### src/logic/fom_pkg.sv
package fom_pkg;
// Behaviour
// fault A mask bits add inputs 1-8 and 9-12 to its set
// fault A upper bits 4,5,6 enable over, under, early-warning
// fault A bit 7: zero active-low, one active-high
// fault B takes inputs 1-8 and 9-12 from its own masks
// fault B upper bits 4,5,6 enable over, under, early-warning
// fault B bit 7 clear active-low, set active-high
// any one violating selected input asserts the fault output
// any-fault pins go low on any violation of any input
// power-up fault pin asserts, kills enables, stores the record; this block drives no enable outputs, only the pin, the flag and the log pulse
// margin pin levels pick raise, lower or normal DAC bank
// differing margin selects close DAC switches, else enables rule
// margin on when margin pin low or control bit 1 set
// margin freezes both fault outputs, any-fault and reset
// margin ignores violations and writes no fault log entry
// board drives margin low before moving supplies, high after
// manual reset low holds the reset output asserted
// after manual reset rises, reset stays low for the timeout
// pin six code 110 gives open-drain active-low watchdog out
// pin five code 111 makes it the watchdog input
// empty set or no enabled type leaves output deasserted
// margin, margin select and manual reset pins pass two flops

  localparam int MON_N = 12;
  localparam int GPIO_N = 6;
  localparam int IDX_W = 10;
  // register indices, byte address is four times the index
  localparam logic [9:0] IDX_FA_LO = 10'h015;
  localparam logic [9:0] IDX_FA_HI = 10'h016;
  localparam logic [9:0] IDX_FB_LO = 10'h017;
  localparam logic [9:0] IDX_FB_HI = 10'h018;
  localparam logic [9:0] IDX_CFG0 = 10'h01C;
  localparam logic [9:0] IDX_CFG1 = 10'h01D;
  localparam logic [9:0] IDX_CFG2 = 10'h01E;
  localparam logic [9:0] IDX_CTRL = 10'h04D;
  localparam logic [9:0] IDX_DEN_LO = 10'h030;
  localparam logic [9:0] IDX_DEN_HI = 10'h031;
  localparam logic [9:0] IDX_STAT = 10'h032;
  // field positions
  localparam int B_OV = 4;
  localparam int B_UV = 5;
  localparam int B_EW = 6;
  localparam int B_POL = 7;
  localparam int B_MARGIN = 1;
  localparam int B_PU_CLR = 0;
  localparam int G1_LSB = 0;
  localparam int G2_LSB = 3;
  localparam int G3_LSB = 6;
  localparam int G4_LSB = 1;
  localparam int G5_LSB = 4;
  localparam int G6_BIT = 7;
  localparam logic [7:0] REG_RST = 8'h00;
  // reset stretch timing at 25 MHz
  localparam int CLK_MHZ = 25;
  localparam int RST_TIMEOUT_US = 25;
  localparam int RST_TIMEOUT_CYC = RST_TIMEOUT_US * CLK_MHZ;

  typedef enum logic [2:0] {
    M_BASE = 3'h0, M_AF_PP = 3'h3, M_AF_OD = 3'h4,
    M_WDO = 3'h6, M_SPECIAL = 3'h7
  } fom_mode_t;
  typedef enum logic [1:0] {
    BK_NORMAL = 2'h0, BK_RAISE = 2'h1, BK_LOWER = 2'h2
  } fom_bank_t;
  typedef enum logic [1:0] {
    RS_IDLE = 2'h0, RS_HOLD = 2'h1, RS_STRETCH = 2'h3
  } fom_rst_t;
endpackage

### src/logic/fom_pin_logic.sv
`timescale 1ns/1ps
module fom_pin_logic
  import fom_pkg::*;
#(
  parameter int RST_CYC = RST_TIMEOUT_CYC,
  parameter int AW      = 12
) (
  // clock and reset
  input  wire logic              pclk,
  input  wire logic              presetn,
  // apb slave
  input  wire logic              psel,
  input  wire logic              penable,
  input  wire logic              pwrite,
  input  wire logic [AW-1:0]     paddr,
  input  wire logic [31:0]       pwdata,
  output logic      [31:0]       prdata,
  output logic                   pready,
  output logic                   pslverr,
  // threshold violations from the comparators
  input  wire logic [MON_N-1:0]  ov_viol,
  input  wire logic [MON_N-1:0]  uv_viol,
  input  wire logic [MON_N-1:0]  ew_viol,
  // sequencer and watchdog
  input  wire logic              pu_fault_evt,
  input  wire logic              wd_expired,
  // configurable pins
  input  wire logic [GPIO_N-1:0] gpio_in,
  output logic      [GPIO_N-1:0] gpio_out,
  output logic      [GPIO_N-1:0] gpio_oe,
  // block status
  output logic                   fault_out_a,
  output logic                   fault_out_b,
  output logic                   any_fault_n,
  output logic                   reset_out_n,
  output logic                   powerup_fault_flag,
  output logic                   fault_log_store,
  output logic                   margin_active,
  output logic      [1:0]        dac_bank_sel,
  output logic      [MON_N-1:0]  trim_dac_output,
  output logic                   wd_kick_level
);

  localparam int CW = $clog2(RST_CYC + 1);

  if (RST_CYC < 1 || AW < IDX_W + 2) begin : g_bad
    $error("fom_pin_logic: bad parameter");
  end

  // ----------------------------------------------------------------
  // functions
  // ----------------------------------------------------------------
  function automatic logic fault_lvl(input logic [7:0] lo,
                                     input logic [7:0] hi,
                                     input logic [MON_N-1:0] ov,
                                     input logic [MON_N-1:0] uv,
                                     input logic [MON_N-1:0] ew);
    logic [MON_N-1:0] sel;
    logic [MON_N-1:0] hit;
    sel = {hi[3:0], lo};
    hit = (ov & {MON_N{hi[B_OV]}}) | (uv & {MON_N{hi[B_UV]}})
        | (ew & {MON_N{hi[B_EW]}});
    return (|(sel & hit)) ~^ hi[B_POL];
  endfunction

  // returns {out, oe}
  function automatic logic [1:0] drive(input logic od,
                                       input logic lvl);
    return od ? {1'b0, ~lvl} : {lvl, 1'b1};
  endfunction

  // ----------------------------------------------------------------
  // pin synchroniser
  // ----------------------------------------------------------------
  logic [GPIO_N-1:0] gs1_r;
  logic [GPIO_N-1:0] gs2_r;

  // two-flop sync
  always_ff @(posedge pclk or negedge presetn) begin
    if (!presetn) begin
      gs1_r <= '1;
      gs2_r <= '1;
    end else begin
      gs1_r <= gpio_in;
      gs2_r <= gs1_r;
    end
  end

  // ----------------------------------------------------------------
  // registers and apb
  // ----------------------------------------------------------------
  logic [7:0]       fa_lo_r, fa_hi_r, fb_lo_r, fb_hi_r;
  logic [7:0]       cfg0_r, cfg1_r, ctrl_r, den_lo_r;
  logic [1:0]       cfg2_r;
  logic [3:0]       den_hi_r;
  logic [7:0]       fa_lo_nxt, fa_hi_nxt, fb_lo_nxt, fb_hi_nxt;
  logic [7:0]       cfg0_nxt, cfg1_nxt, ctrl_nxt, den_lo_nxt;
  logic [1:0]       cfg2_nxt;
  logic [3:0]       den_hi_nxt;
  logic [31:0]      prdata_r, prdata_nxt;
  logic             pready_r, pready_nxt;
  logic             pslverr_r, pslverr_nxt;
  logic [IDX_W-1:0] idx;
  logic             wr_en, pu_clr;
  logic [7:0]       rd_byte, stat_byte;
  logic             mapped;

  assign idx = paddr[IDX_W+1:2];
  assign wr_en = psel && penable && pready_r && pwrite;
  assign pu_clr = wr_en && idx == IDX_STAT && pwdata[B_PU_CLR];

  always_comb begin
    mapped = 1'b1;
    rd_byte = 8'h00;
    case (idx)
      IDX_FA_LO: rd_byte = fa_lo_r;
      IDX_FA_HI: rd_byte = fa_hi_r;
      IDX_FB_LO: rd_byte = fb_lo_r;
      IDX_FB_HI: rd_byte = fb_hi_r;
      IDX_CFG0: rd_byte = cfg0_r;
      IDX_CFG1: rd_byte = cfg1_r;
      IDX_CFG2: rd_byte = {6'h00, cfg2_r};
      IDX_CTRL: rd_byte = ctrl_r;
      IDX_DEN_LO: rd_byte = den_lo_r;
      IDX_DEN_HI: rd_byte = {4'h0, den_hi_r};
      IDX_STAT: rd_byte = stat_byte;
      default: mapped = 1'b0;
    endcase
  end

  always_comb begin
    fa_lo_nxt = fa_lo_r;
    fa_hi_nxt = fa_hi_r;
    fb_lo_nxt = fb_lo_r;
    fb_hi_nxt = fb_hi_r;
    cfg0_nxt = cfg0_r;
    cfg1_nxt = cfg1_r;
    cfg2_nxt = cfg2_r;
    ctrl_nxt = ctrl_r;
    den_lo_nxt = den_lo_r;
    den_hi_nxt = den_hi_r;
    // one wait state, answer on second access cycle
    pready_nxt = psel && penable && !pready_r;
    pslverr_nxt = pready_nxt && !mapped;
    prdata_nxt = prdata_r;
    if (pready_nxt && !pwrite) begin
      prdata_nxt = {24'h000000, rd_byte};
    end
    if (wr_en) begin
      case (idx)
        IDX_FA_LO: fa_lo_nxt = pwdata[7:0];
        IDX_FA_HI: fa_hi_nxt = pwdata[7:0];
        IDX_FB_LO: fb_lo_nxt = pwdata[7:0];
        IDX_FB_HI: fb_hi_nxt = pwdata[7:0];
        IDX_CFG0: cfg0_nxt = pwdata[7:0];
        IDX_CFG1: cfg1_nxt = pwdata[7:0];
        IDX_CFG2: cfg2_nxt = pwdata[1:0];
        IDX_CTRL: ctrl_nxt = pwdata[7:0];
        IDX_DEN_LO: den_lo_nxt = pwdata[7:0];
        IDX_DEN_HI: den_hi_nxt = pwdata[3:0];
        default: ;
      endcase
    end
  end

  always_ff @(posedge pclk or negedge presetn) begin
    if (!presetn) begin
      fa_lo_r <= REG_RST;
      fa_hi_r <= REG_RST;
      fb_lo_r <= REG_RST;
      fb_hi_r <= REG_RST;
      cfg0_r <= REG_RST;
      cfg1_r <= REG_RST;
      cfg2_r <= 2'h0;
      ctrl_r <= REG_RST;
      den_lo_r <= REG_RST;
      den_hi_r <= 4'h0;
      prdata_r <= 32'h00000000;
      pready_r <= 1'b0;
      pslverr_r <= 1'b0;
    end else begin
      fa_lo_r <= fa_lo_nxt;
      fa_hi_r <= fa_hi_nxt;
      fb_lo_r <= fb_lo_nxt;
      fb_hi_r <= fb_hi_nxt;
      cfg0_r <= cfg0_nxt;
      cfg1_r <= cfg1_nxt;
      cfg2_r <= cfg2_nxt;
      ctrl_r <= ctrl_nxt;
      den_lo_r <= den_lo_nxt;
      den_hi_r <= den_hi_nxt;
      prdata_r <= prdata_nxt;
      pready_r <= pready_nxt;
      pslverr_r <= pslverr_nxt;
    end
  end

  // ----------------------------------------------------------------
  // pin modes and margin
  // ----------------------------------------------------------------
  logic [2:0] m1, m2, m3, m4, m5, m6;
  logic       margin_c, up_lvl, dn_lvl, mr_low, sw_closed;
  fom_bank_t  bank_c;

  assign m1 = cfg0_r[G1_LSB +: 3];
  assign m2 = cfg0_r[G2_LSB +: 3];
  assign m3 = {cfg1_r[0], cfg0_r[G3_LSB +: 2]};
  assign m4 = cfg1_r[G4_LSB +: 3];
  assign m5 = cfg1_r[G5_LSB +: 3];
  assign m6 = {cfg2_r, cfg1_r[G6_BIT]};

  // margin enable
  assign margin_c = (m6 == M_BASE && !gs2_r[5]) || ctrl_r[B_MARGIN];
  assign up_lvl = (m2 == M_SPECIAL) ? gs2_r[1] : 1'b1;
  assign dn_lvl = (m3 == M_SPECIAL) ? gs2_r[2] : 1'b1;
  assign mr_low = (m4 == M_SPECIAL) && !gs2_r[3];
  // switches close on differing selects
  assign sw_closed = up_lvl ^ dn_lvl;

  // bank choice
  always_comb begin
    bank_c = BK_NORMAL;
    if (!up_lvl && dn_lvl) begin
      bank_c = BK_RAISE;
    end else if (up_lvl && !dn_lvl) begin
      bank_c = BK_LOWER;
    end
  end

  // ----------------------------------------------------------------
  // manual reset stretch
  // ----------------------------------------------------------------
  fom_rst_t rs_r, rs_nxt;
  logic [CW-1:0] cnt_r, cnt_nxt;

  // timeout after release
  always_comb begin
    rs_nxt = rs_r;
    cnt_nxt = cnt_r;
    case (rs_r)
      RS_IDLE: begin
        if (mr_low) begin
          rs_nxt = RS_HOLD;
        end
      end
      RS_HOLD: begin
        cnt_nxt = '0;
        if (!mr_low) begin
          rs_nxt = RS_STRETCH;
        end
      end
      RS_STRETCH: begin
        cnt_nxt = cnt_r + 1'b1;
        if (mr_low) begin
          rs_nxt = RS_HOLD;
        end else if (cnt_r == CW'(RST_CYC - 1)) begin
          rs_nxt = RS_IDLE;
        end
      end
      default: rs_nxt = RS_IDLE;
    endcase
  end

  always_ff @(posedge pclk or negedge presetn) begin
    if (!presetn) begin
      rs_r <= RS_IDLE;
      cnt_r <= '0;
    end else begin
      rs_r <= rs_nxt;
      cnt_r <= cnt_nxt;
    end
  end

  // ----------------------------------------------------------------
  // fault and pin outputs
  // ----------------------------------------------------------------
  logic              fa_r, fb_r, af_r, rst_r, pu_r, log_r, mg_r, wdk_r;
  logic              fa_nxt, fb_nxt, af_nxt, rst_nxt, pu_nxt, log_nxt;
  logic [1:0]        bank_r;
  logic [MON_N-1:0]  sw_r, sw_nxt;
  logic [GPIO_N-1:0] go_r, goe_r, go_nxt, goe_nxt;
  logic              pu_set;
  logic [1:0]        d;

  // no logging while margin
  assign pu_set = pu_fault_evt && m6 == M_SPECIAL && !margin_c;
  assign stat_byte = {bank_r, rst_r, af_r, fb_r, fa_r, mg_r, pu_r};

  always_comb begin
    // freeze while margin
    fa_nxt = fa_r;
    fb_nxt = fb_r;
    af_nxt = af_r;
    rst_nxt = rst_r;
    if (!margin_c) begin
      // fault A level
      fa_nxt = fault_lvl(fa_lo_r, fa_hi_r, ov_viol, uv_viol, ew_viol);
      // fault B level
      fb_nxt = fault_lvl(fb_lo_r, fb_hi_r, ov_viol, uv_viol, ew_viol);
      // any-fault low
      af_nxt = ~|(ov_viol | uv_viol | ew_viol);
      // manual reset drive
      rst_nxt = !(mr_low || rs_r != RS_IDLE);
    end
    // power-up flag, set wins
    pu_nxt = pu_set || (pu_r && !pu_clr);
    log_nxt = pu_set;
    sw_nxt = sw_closed ? '1 : {den_hi_r, den_lo_r};
  end

  always_comb begin
    go_nxt = '0;
    goe_nxt = '0;
    d = 2'b00;
    for (int i = 0; i < 4; i++) begin
      d = drive(cfg_mode(i) == M_AF_OD, af_nxt);
      if (cfg_mode(i) == M_AF_PP || cfg_mode(i) == M_AF_OD) begin
        go_nxt[i] = d[1];
        goe_nxt[i] = d[0];
      end
    end
    if (m5 == M_AF_PP || m5 == M_AF_OD) begin
      d = drive(m5 == M_AF_OD, fa_nxt);
      go_nxt[4] = d[1];
      goe_nxt[4] = d[0];
    end
    case (m6)
      M_AF_PP, M_AF_OD: begin
        d = drive(m6 == M_AF_OD, fb_nxt);
        go_nxt[5] = d[1];
        goe_nxt[5] = d[0];
      end
      // watchdog out, open-drain low
      M_WDO: goe_nxt[5] = wd_expired;
      // power-up fault pin, open-drain low
      M_SPECIAL: goe_nxt[5] = pu_nxt;
      default: ;
    endcase
  end

  function automatic logic [2:0] cfg_mode(input int i);
    case (i)
      0: return m1;
      1: return m2;
      2: return m3;
      default: return m4;
    endcase
  endfunction

  always_ff @(posedge pclk or negedge presetn) begin
    if (!presetn) begin
      fa_r <= 1'b1;
      fb_r <= 1'b1;
      af_r <= 1'b1;
      rst_r <= 1'b1;
      pu_r <= 1'b0;
      log_r <= 1'b0;
      mg_r <= 1'b0;
      wdk_r <= 1'b0;
      bank_r <= BK_NORMAL;
      sw_r <= '0;
      go_r <= '0;
      goe_r <= '0;
    end else begin
      fa_r <= fa_nxt;
      fb_r <= fb_nxt;
      af_r <= af_nxt;
      rst_r <= rst_nxt;
      pu_r <= pu_nxt;
      log_r <= log_nxt;
      mg_r <= margin_c;
      // watchdog input pin
      wdk_r <= (m5 == M_SPECIAL) && gs2_r[4];
      bank_r <= bank_c;
      sw_r <= sw_nxt;
      go_r <= go_nxt;
      goe_r <= goe_nxt;
    end
  end

  assign prdata = prdata_r;
  assign pready = pready_r;
  assign pslverr = pslverr_r;
  assign gpio_out = go_r;
  assign gpio_oe = goe_r;
  assign fault_out_a = fa_r;
  assign fault_out_b = fb_r;
  assign any_fault_n = af_r;
  assign reset_out_n = rst_r;
  assign powerup_fault_flag = pu_r;
  assign fault_log_store = log_r;
  assign margin_active = mg_r;
  assign dac_bank_sel = bank_r;
  assign trim_dac_output = sw_r;
  assign wd_kick_level = wdk_r;
endmodule

### config.mk
export PLATFORM = sky130hd
export DESIGN_NAME = fom_pin_logic
export DESIGN_NICKNAME = d
export VERILOG_FILES = /design/src/logic/fom_pkg.sv /design/src/logic/fom_pin_logic.sv
export SDC_FILE = /design/constraint.sdc
export NUM_CORES = 1
export LEC_CHECK = 0
export BUFFER_PORTS_ARGS = -buffer_cell sky130_fd_sc_hd__clkbuf_2
export CAP_MARGIN = 25
export CORE_MARGIN = 2
export CORE_UTILIZATION = 51
export CTS_BUF_LIST = sky130_fd_sc_hd__clkbuf_16
export DETAILED_ROUTE_END_ITERATION = 10
export PLACE_DENSITY_LB_ADDON = 0.1
export SYNTH_ARGS = -nofsm -noshare
export SYNTH_HDL_FRONTEND = slang
export SYNTH_SLANG_ARGS = --single-unit
### constraint.sdc
create_clock -name pclk -period 5.87 [get_ports pclk]
set_input_delay 0 -clock pclk [delete_from_list [all_inputs] [get_ports pclk]]
set_output_delay 0 -clock pclk [all_outputs]
set_load 0.02 [all_outputs]
# --- Word level (Yosys, flattened, before mapping) ---
# Cells that the tools add are included.
totals:
  register_bits: 138
  out_inout_bits: 68
  elab_cells: 174
op_classes:
  n_addsub: 1
  eq_ne: 35
  muxes: 34
  bitwise_logic: 20
  n_reduce_logical: 55
ops:
  columns: ["cell", "count"]
  rows:
  - ["$and A12 B12 Y12", 8]
  - ["$pmux W8 S11", 1]
  - ["$or A12 B12 Y12", 6]
  - ["$eq A10 B5 Y1 const B", 7]
  - ["$eq A3 B3 Y1 const B", 12]
  - ["$reduce_or A12 Y1", 3]
  - ["$eq A10 B6 Y1 const B", 3]
  - ["$mux W2", 12]
  - ["$pmux W10 S2", 1]
  - ["$reduce_and A2 Y1", 10]
  - ["$eq A3 B2 Y1 const B", 6]
  - ["$mux W1", 17]
  - ["$logic_and A1 B1 Y1", 16]
  - ["$mux W12", 1]
  - ["$logic_not A1 Y1", 11]
  - ["$reduce_or A11 Y1", 1]
  - ["$add A10 B1 Y10 const B", 1]
  - ["$eq A10 B10 Y1 const B", 1]
  - ["$eq A10 B7 Y1 const B", 1]
  - ["$logic_or A1 B1 Y1", 8]
  - ["$pmux W2 S3", 1]
  - ["$ne A2 B2 Y1 const B", 2]
  - ["$reduce_bool A2 Y1", 2]
  - ["$logic_not A3 Y1", 1]
  - ["other kinds (10)", 13]

# --- Longest topological paths before layout ---
logic_depth:
  ltp_word: 10
  ltp_mapped: 9
  depth_no_buf: 7

# --- Worst setup path before layout ---
# Ideal clock, no wire load.
synth_path:
  kind: "reg2reg"
  startpoint: "reg fb_hi_r[4]"
  endpoint: "reg go_r[5], in the netlist gpio_out[5]"
  setup_time_ns: 0.111
  arrival_time_ns: 1.898
  required_time_ns: 5.759
  slack_ns: 3.860
  stages_incl_launch_ff: 8
  path_buffers: 1
  path_cell_list: "dfrtp_1 > buf_2 > a222oi_1 > o22ai_1 > nor4_1 > o2111ai_1 > xor2_1 > a2111oi_2"
synth_between:
  elab_chain_len: 9
synth_rtl:
  columns: ["item", "line_no", "text"]
  rows:
  - ["start: declaration", "fom_pin_logic.sv:92", "logic [7:0] fa_lo_r, fa_hi_r, fb_lo_r, fb_hi_r;"]
  - ["start signal: assignment", "fom_pin_logic.sv:185", "fb_hi_r <= fb_hi_nxt;"]
  - ["$and A12 B12 Y12", "fom_pin_logic.sv:61", "hit = (ov & {MON_N{hi[B_OV]}}) | (uv & {MON_N{hi[B_UV]}})"]
  - ["$or A12 B12 Y12", "fom_pin_logic.sv:61", null]
  - ["$or A12 B12 Y12", "fom_pin_logic.sv:62", "| (ew & {MON_N{hi[B_EW]}});"]
  - ["$and A12 B12 Y12", "fom_pin_logic.sv:63", "return (|(sel & hit)) ~^ hi[B_POL];"]
  - ["$reduce_or A12 Y1", "fom_pin_logic.sv:63", null]
  - ["$xnor A1 B1 Y1", "fom_pin_logic.sv:63", null]
  - ["$mux W1", "fom_pin_logic.sv:295", "if (!margin_c) begin"]
  - ["$mux W2", "fom_pin_logic.sv:69", "return od ? {1'b0, ~lvl} : {lvl, 1'b1};"]
  - ["$mux W1", "fom_pin_logic.sv:327", "case (m6)"]
  - ["via go_nxt[5]", "fom_pin_logic.sv:281", "logic [GPIO_N-1:0] go_r, goe_r, go_nxt, goe_nxt;"]
  - ["end signal: assignment", "fom_pin_logic.sv:376", "go_r <= go_nxt;"]
  - ["end: declaration", "fom_pin_logic.sv:281", null]
# The timed path passes the listed nets, and every way through them passes these cells.
# A chain may end at the register's enable or synchronous reset.

# --- Worst setup path in the final report ---
layout_path:
  startpoint: "reg gs2_r[5]"
  endpoint: "reg goe_r[3], in the netlist gpio_oe[3]"
layout_between:
  elab_chain_len: 7
layout_rtl:
  columns: ["item", "line_no", "text"]
  rows:
  - ["start: declaration", "fom_pin_logic.sv:76", "logic [GPIO_N-1:0] gs2_r;"]
  - ["start signal: assignment", "fom_pin_logic.sv:85", "gs2_r <= gs1_r;"]
  - ["$logic_not A1 Y1", "fom_pin_logic.sv:213", "assign margin_c = (m6 == M_BASE && !gs2_r[5]) || ctrl_r[B_MARGIN];"]
  - ["$logic_and A1 B1 Y1", "fom_pin_logic.sv:213", null]
  - ["$logic_or A1 B1 Y1", "fom_pin_logic.sv:213", null]
  - ["via margin_c", "fom_pin_logic.sv:202", "logic margin_c, up_lvl, dn_lvl, mr_low, sw_closed;"]
  - ["$mux W1", "fom_pin_logic.sv:295", null]
  - ["via af_nxt", "fom_pin_logic.sv:278", "logic fa_nxt, fb_nxt, af_nxt, rst_nxt, pu_nxt, log_nxt;"]
  - ["$not A1 Y1", "fom_pin_logic.sv:69", null]
  - ["$mux W2", "fom_pin_logic.sv:69", null]
  - ["$mux W1", "fom_pin_logic.sv:317", "if (cfg_mode(i) == M_AF_PP || cfg_mode(i) == M_AF_OD) begin"]
  - ["via goe_nxt[3]", "fom_pin_logic.sv:281", null]
  - ["end signal: assignment", "fom_pin_logic.sv:377", "goe_r <= goe_nxt;"]
  - ["end: declaration", "fom_pin_logic.sv:281", null]
# The timed path passes the listed nets, and every way through them passes these cells.

==> results.md <==
- Clock share of power: between 40% and 50%
- Crit-path max FO: 9
- Net Sw Frac: approximately a quarter
- Area after DPL: between 0.007 and 0.008 mm²
- IO Pins: ~160
- Critical Path Source: gs2_r[5]
- RSZ-0062 raised after global routing: false
- Final period utilization: 43.84%
- Final WL: approximately 18000 µm
- IO buf count: between 100 and 150
- Inserted Clock Buffers: 17
- Reg clk slew, reported paths: around 0.060 ns
- Htree depth: 4
- Place WS: around 3.3 ns
- Launching element type of the critical path: flop
- Buf/Inv on CP: 2
- Critical path data arrival time: between 2 and 3 ns
- Die area: roughly 0.014 mm²
- Top FF cell, synth: dfrtp_1
- GR Util All Layers: about a quarter
- FF+latch count, synth: between 100 and 150
- Fin Hold WS: 0.003362 ns
- Post-Route Setup TNS: 0 ns
- Crit Path Category: flop to flop
- Final setup viols: 0
- Cell area after synthesis: a little under 0.007 mm²
- PnR Total Power: 2.037 mW
- Slew HR: between 40 and 50%
- Area grow syn2layout: 17.94%
- CTS Sinks: around 140
- CTS tree: done
- Post-synth EDFFs: 0
- Initial DRT Pass Iterations: 9
- Comb power frac: 5.9%
- DR vias: 5406
- Max Cap Viol: 0
- Worst Max-Slew Pin Slew: approximately 0.9 ns
- Worst R2R Path Depth: 7
- Residual DRC: 0
- Slowest cell on crit path: nor4_1
- Die X: ~120 µm
- Final nets: 819
- Largest cells by area after synthesis: dfrtp_1 45%, mux2_2 12%, dfstp_2 5.5%
- Hold Crit Start: pwdata[6]
- Final Critical Period: 2.573 ns
- Initial Util: 51.54%
- Ys async rst share: between 90% and 100%
- Largest net degree at the start of global routing: 74
- Row count: 42
- Reg2reg end: gpio_oe[3]
- Most frequent cells in the layout: 122 x dfrtp_1, 108 x clkbuf_2, 73 x mux2_2, 51 x nand2_1, 35 x inv_1
- PD cells: approximately 260 mW/mm²
- Post-CTS Setup Bufs: 0
- Internal: 1.554 mW
- Worst vdd ir: between 150 and 200 µV
- CP top delay family: simple AND/OR/NAND/NOR gates
- Status: completed
- Worst setup path endpoint: gpio_oe[3]
- Core footprint: between 0.01 and 0.015 mm²
- Mean area per synthesized cell: 11.09 µm²
- Clk buf depth: 2
- Hold Violations, Final: 0
- Crit path cell chain: nor4_1 -> nor2_1 -> inv_1 -> nor4_1 -> a21oi_1 -> inv_1 -> o22ai_1
- Initial antenna violation count: 0
- Fmax: around 400 MHz
- Synth top area share: between 40% and 50%
- Distinct cells, synth: 63
- Worst skew pair latency: approximately 0.42 ns
- Worst R2R Setup Slack: approximately 3.3 ns
- Max Slew Vio Count: 0
- Register area share after synthesis: 50.72%
- Clk root buf: clkbuf_16
- Synth warn: 0
- Commonest non-fill, non-tap cell in the layout: dfrtp_1
- Cts repair resizes: 0
- DR vias/cell: about 5.9
- Routability cong.: about 0.9
- Kind of end point of the critical path: flop
- Worst Hold Class: input port to flop
- Share of layout cells above drive strength 1: between 30% and 40%
- Antenna Violating Nets Remaining: 0
- Net switching power: between 0.4 and 0.5 mW
- Post-synthesis instance total: 608
- First-pass GRT wire length: about 29000 µm
- Critical path's largest stage delay: about 0.54 ns
- Worst Clk Skew: between 0.005 and 0.006 ns
- Remaining global-route overflow: 0
- Final instance area: around 0.008 mm²
- WL/cell: ~20 µm
- Instance count on the critical path: 7
- Hold_buf cts: 12
- Part of the power in registers: 46.6%
- Vias in the first global route: 5250
- # diodes: 0
- Pleak: about 3.9 nW
- R2R Path Start: gs2_r[5]
- Final Worst Setup Slack: between 3 and 4 ns
- Die height: around 120 µm
- CP required: about 6.2 ns
- Yosys top cell by area: dfrtp_1
- Dpl hpwl: between 10000 and 15000 µm
- Initial DRC count: 631
## how the worst min path moves through the flow
stage | depth (start not counted) | slack, ns | end
after floorplan | 0 | -0.30 | cfg0_r[0]
after global placement | 1 | 0.005 | cnt_r[2]
after detailed placement | 1 | 0.02 | cnt_r[2]
after CTS | 3 | 0.01 | fb_lo_r[4]
after global routing | 3 | 0.01 | fb_lo_r[4]
final | 3 | 0.003 | fb_lo_r[6]
## cells in the mapped netlist (all sizes together), types with 2 or more instances
cell / instances
or2: 2
xor2: 6
nand2: 53
o32ai: 3
nor3: 12
mux2: 73
ha: 4
a222oi: 24
nand2b: 14
and4b: 2
dfrtp: 122
clkbuf: 12
a2111oi: 2
nor2b: 9
a22oi: 23
nand4b: 2
nand4: 8
a22o: 10
o31ai: 2
o22ai: 17
nand3: 19
buf: 39
a21oi: 10
inv: 32
and2: 2
and4: 2
mux2i: 3
nor2: 31
nor4: 13
o21ai: 12
a221oi: 6
nor3b: 7
dfstp: 14
## area by class of cell
type,instances,area (µm²)
clock buffers,17,425.4
multi-input cells,412,2968
repair buffers,123,686.9
inverters,32,120.1
flip-flops and latches,136,3421
well taps,176,220.2
fillers,1098,5131
clock inverters,15,112.6
## state kept, by name, summed over array words and instances (netlist names), 4 cells and up
| register | flops |
|---|---|
| den_lo_r | 8 |
| cnt_r | 10 |
| ctrl_r | 8 |
| gpio_oe | 6 |
| den_hi_r | 4 |
| fb_hi_r | 8 |
| cfg0_r | 8 |
| fa_hi_r | 8 |
| trim_dac_output | 12 |
| gs2_r | 5 |
| fb_lo_r | 8 |
| gs1_r | 5 |
| gpio_out | 6 |
| cfg1_r | 8 |
| fa_lo_r | 8 |
| prdata | 8 |
## logic make-up after synthesis
| family | share of synthesized area (%) |
|---|---|
| multiplexers | 12.63 |
| other | 0.05561 |
| buffers and inverters | 6.549 |
| AND/OR/NAND/NOR | 14.53 |
| flip-flops | 50.72 |
| adder cells (fa/ha/maj) | 0.7421 |
| XOR/XNOR | 0.9091 |
| AO/OA/AOI/OAI | 13.86 |
## power by group through the flow
stage / combinational (mW) / clock (mW) / sequential (mW)
3_3_place_gp: 0.112 / 0 / 0.965
6_report: 0.121 / 0.968 / 0.949
3_5_place_dp: 0.114 / 0 / 0.965
4_1_cts: 0.120 / 0.981 / 0.949
2_1_floorplan: 0.0561 / 0 / 0.965
5_1_grt: 0.131 / 1.03 / 0.949
## worst min-delay path: stages
cell and delay, ns:
clkbuf_2 0.20, nand2_1 0.09, o21ai_0 0.08
## through the flow
| stage | util [%] | std cells |
|---|---|---|
| 2_1_floorplan | - | 631 |
| 3_3_place_gp | 55.76 | 867 |
| 3_5_place_dp | 55.76 | 867 |
| 4_1_cts | 60.79 | 911 |
| 5_1_grt | 60.79 | 911 |
| 6_report | 60.79 | 911 |
## per-layer routing
layer | global-route usage (%) | vias to the layer above | part of all wire (%)
met4 | 9.226 | 0 | 2.3
met1 | 35.39 | 2710 | 43
met2 | 43.21 | 206 | 49
li1 | - | 2451 | -
met3 | 5.939 | 39 | 5.7
met5 | 0 | - | 0
No activity file was read; power rests on OpenSTA's default activity.
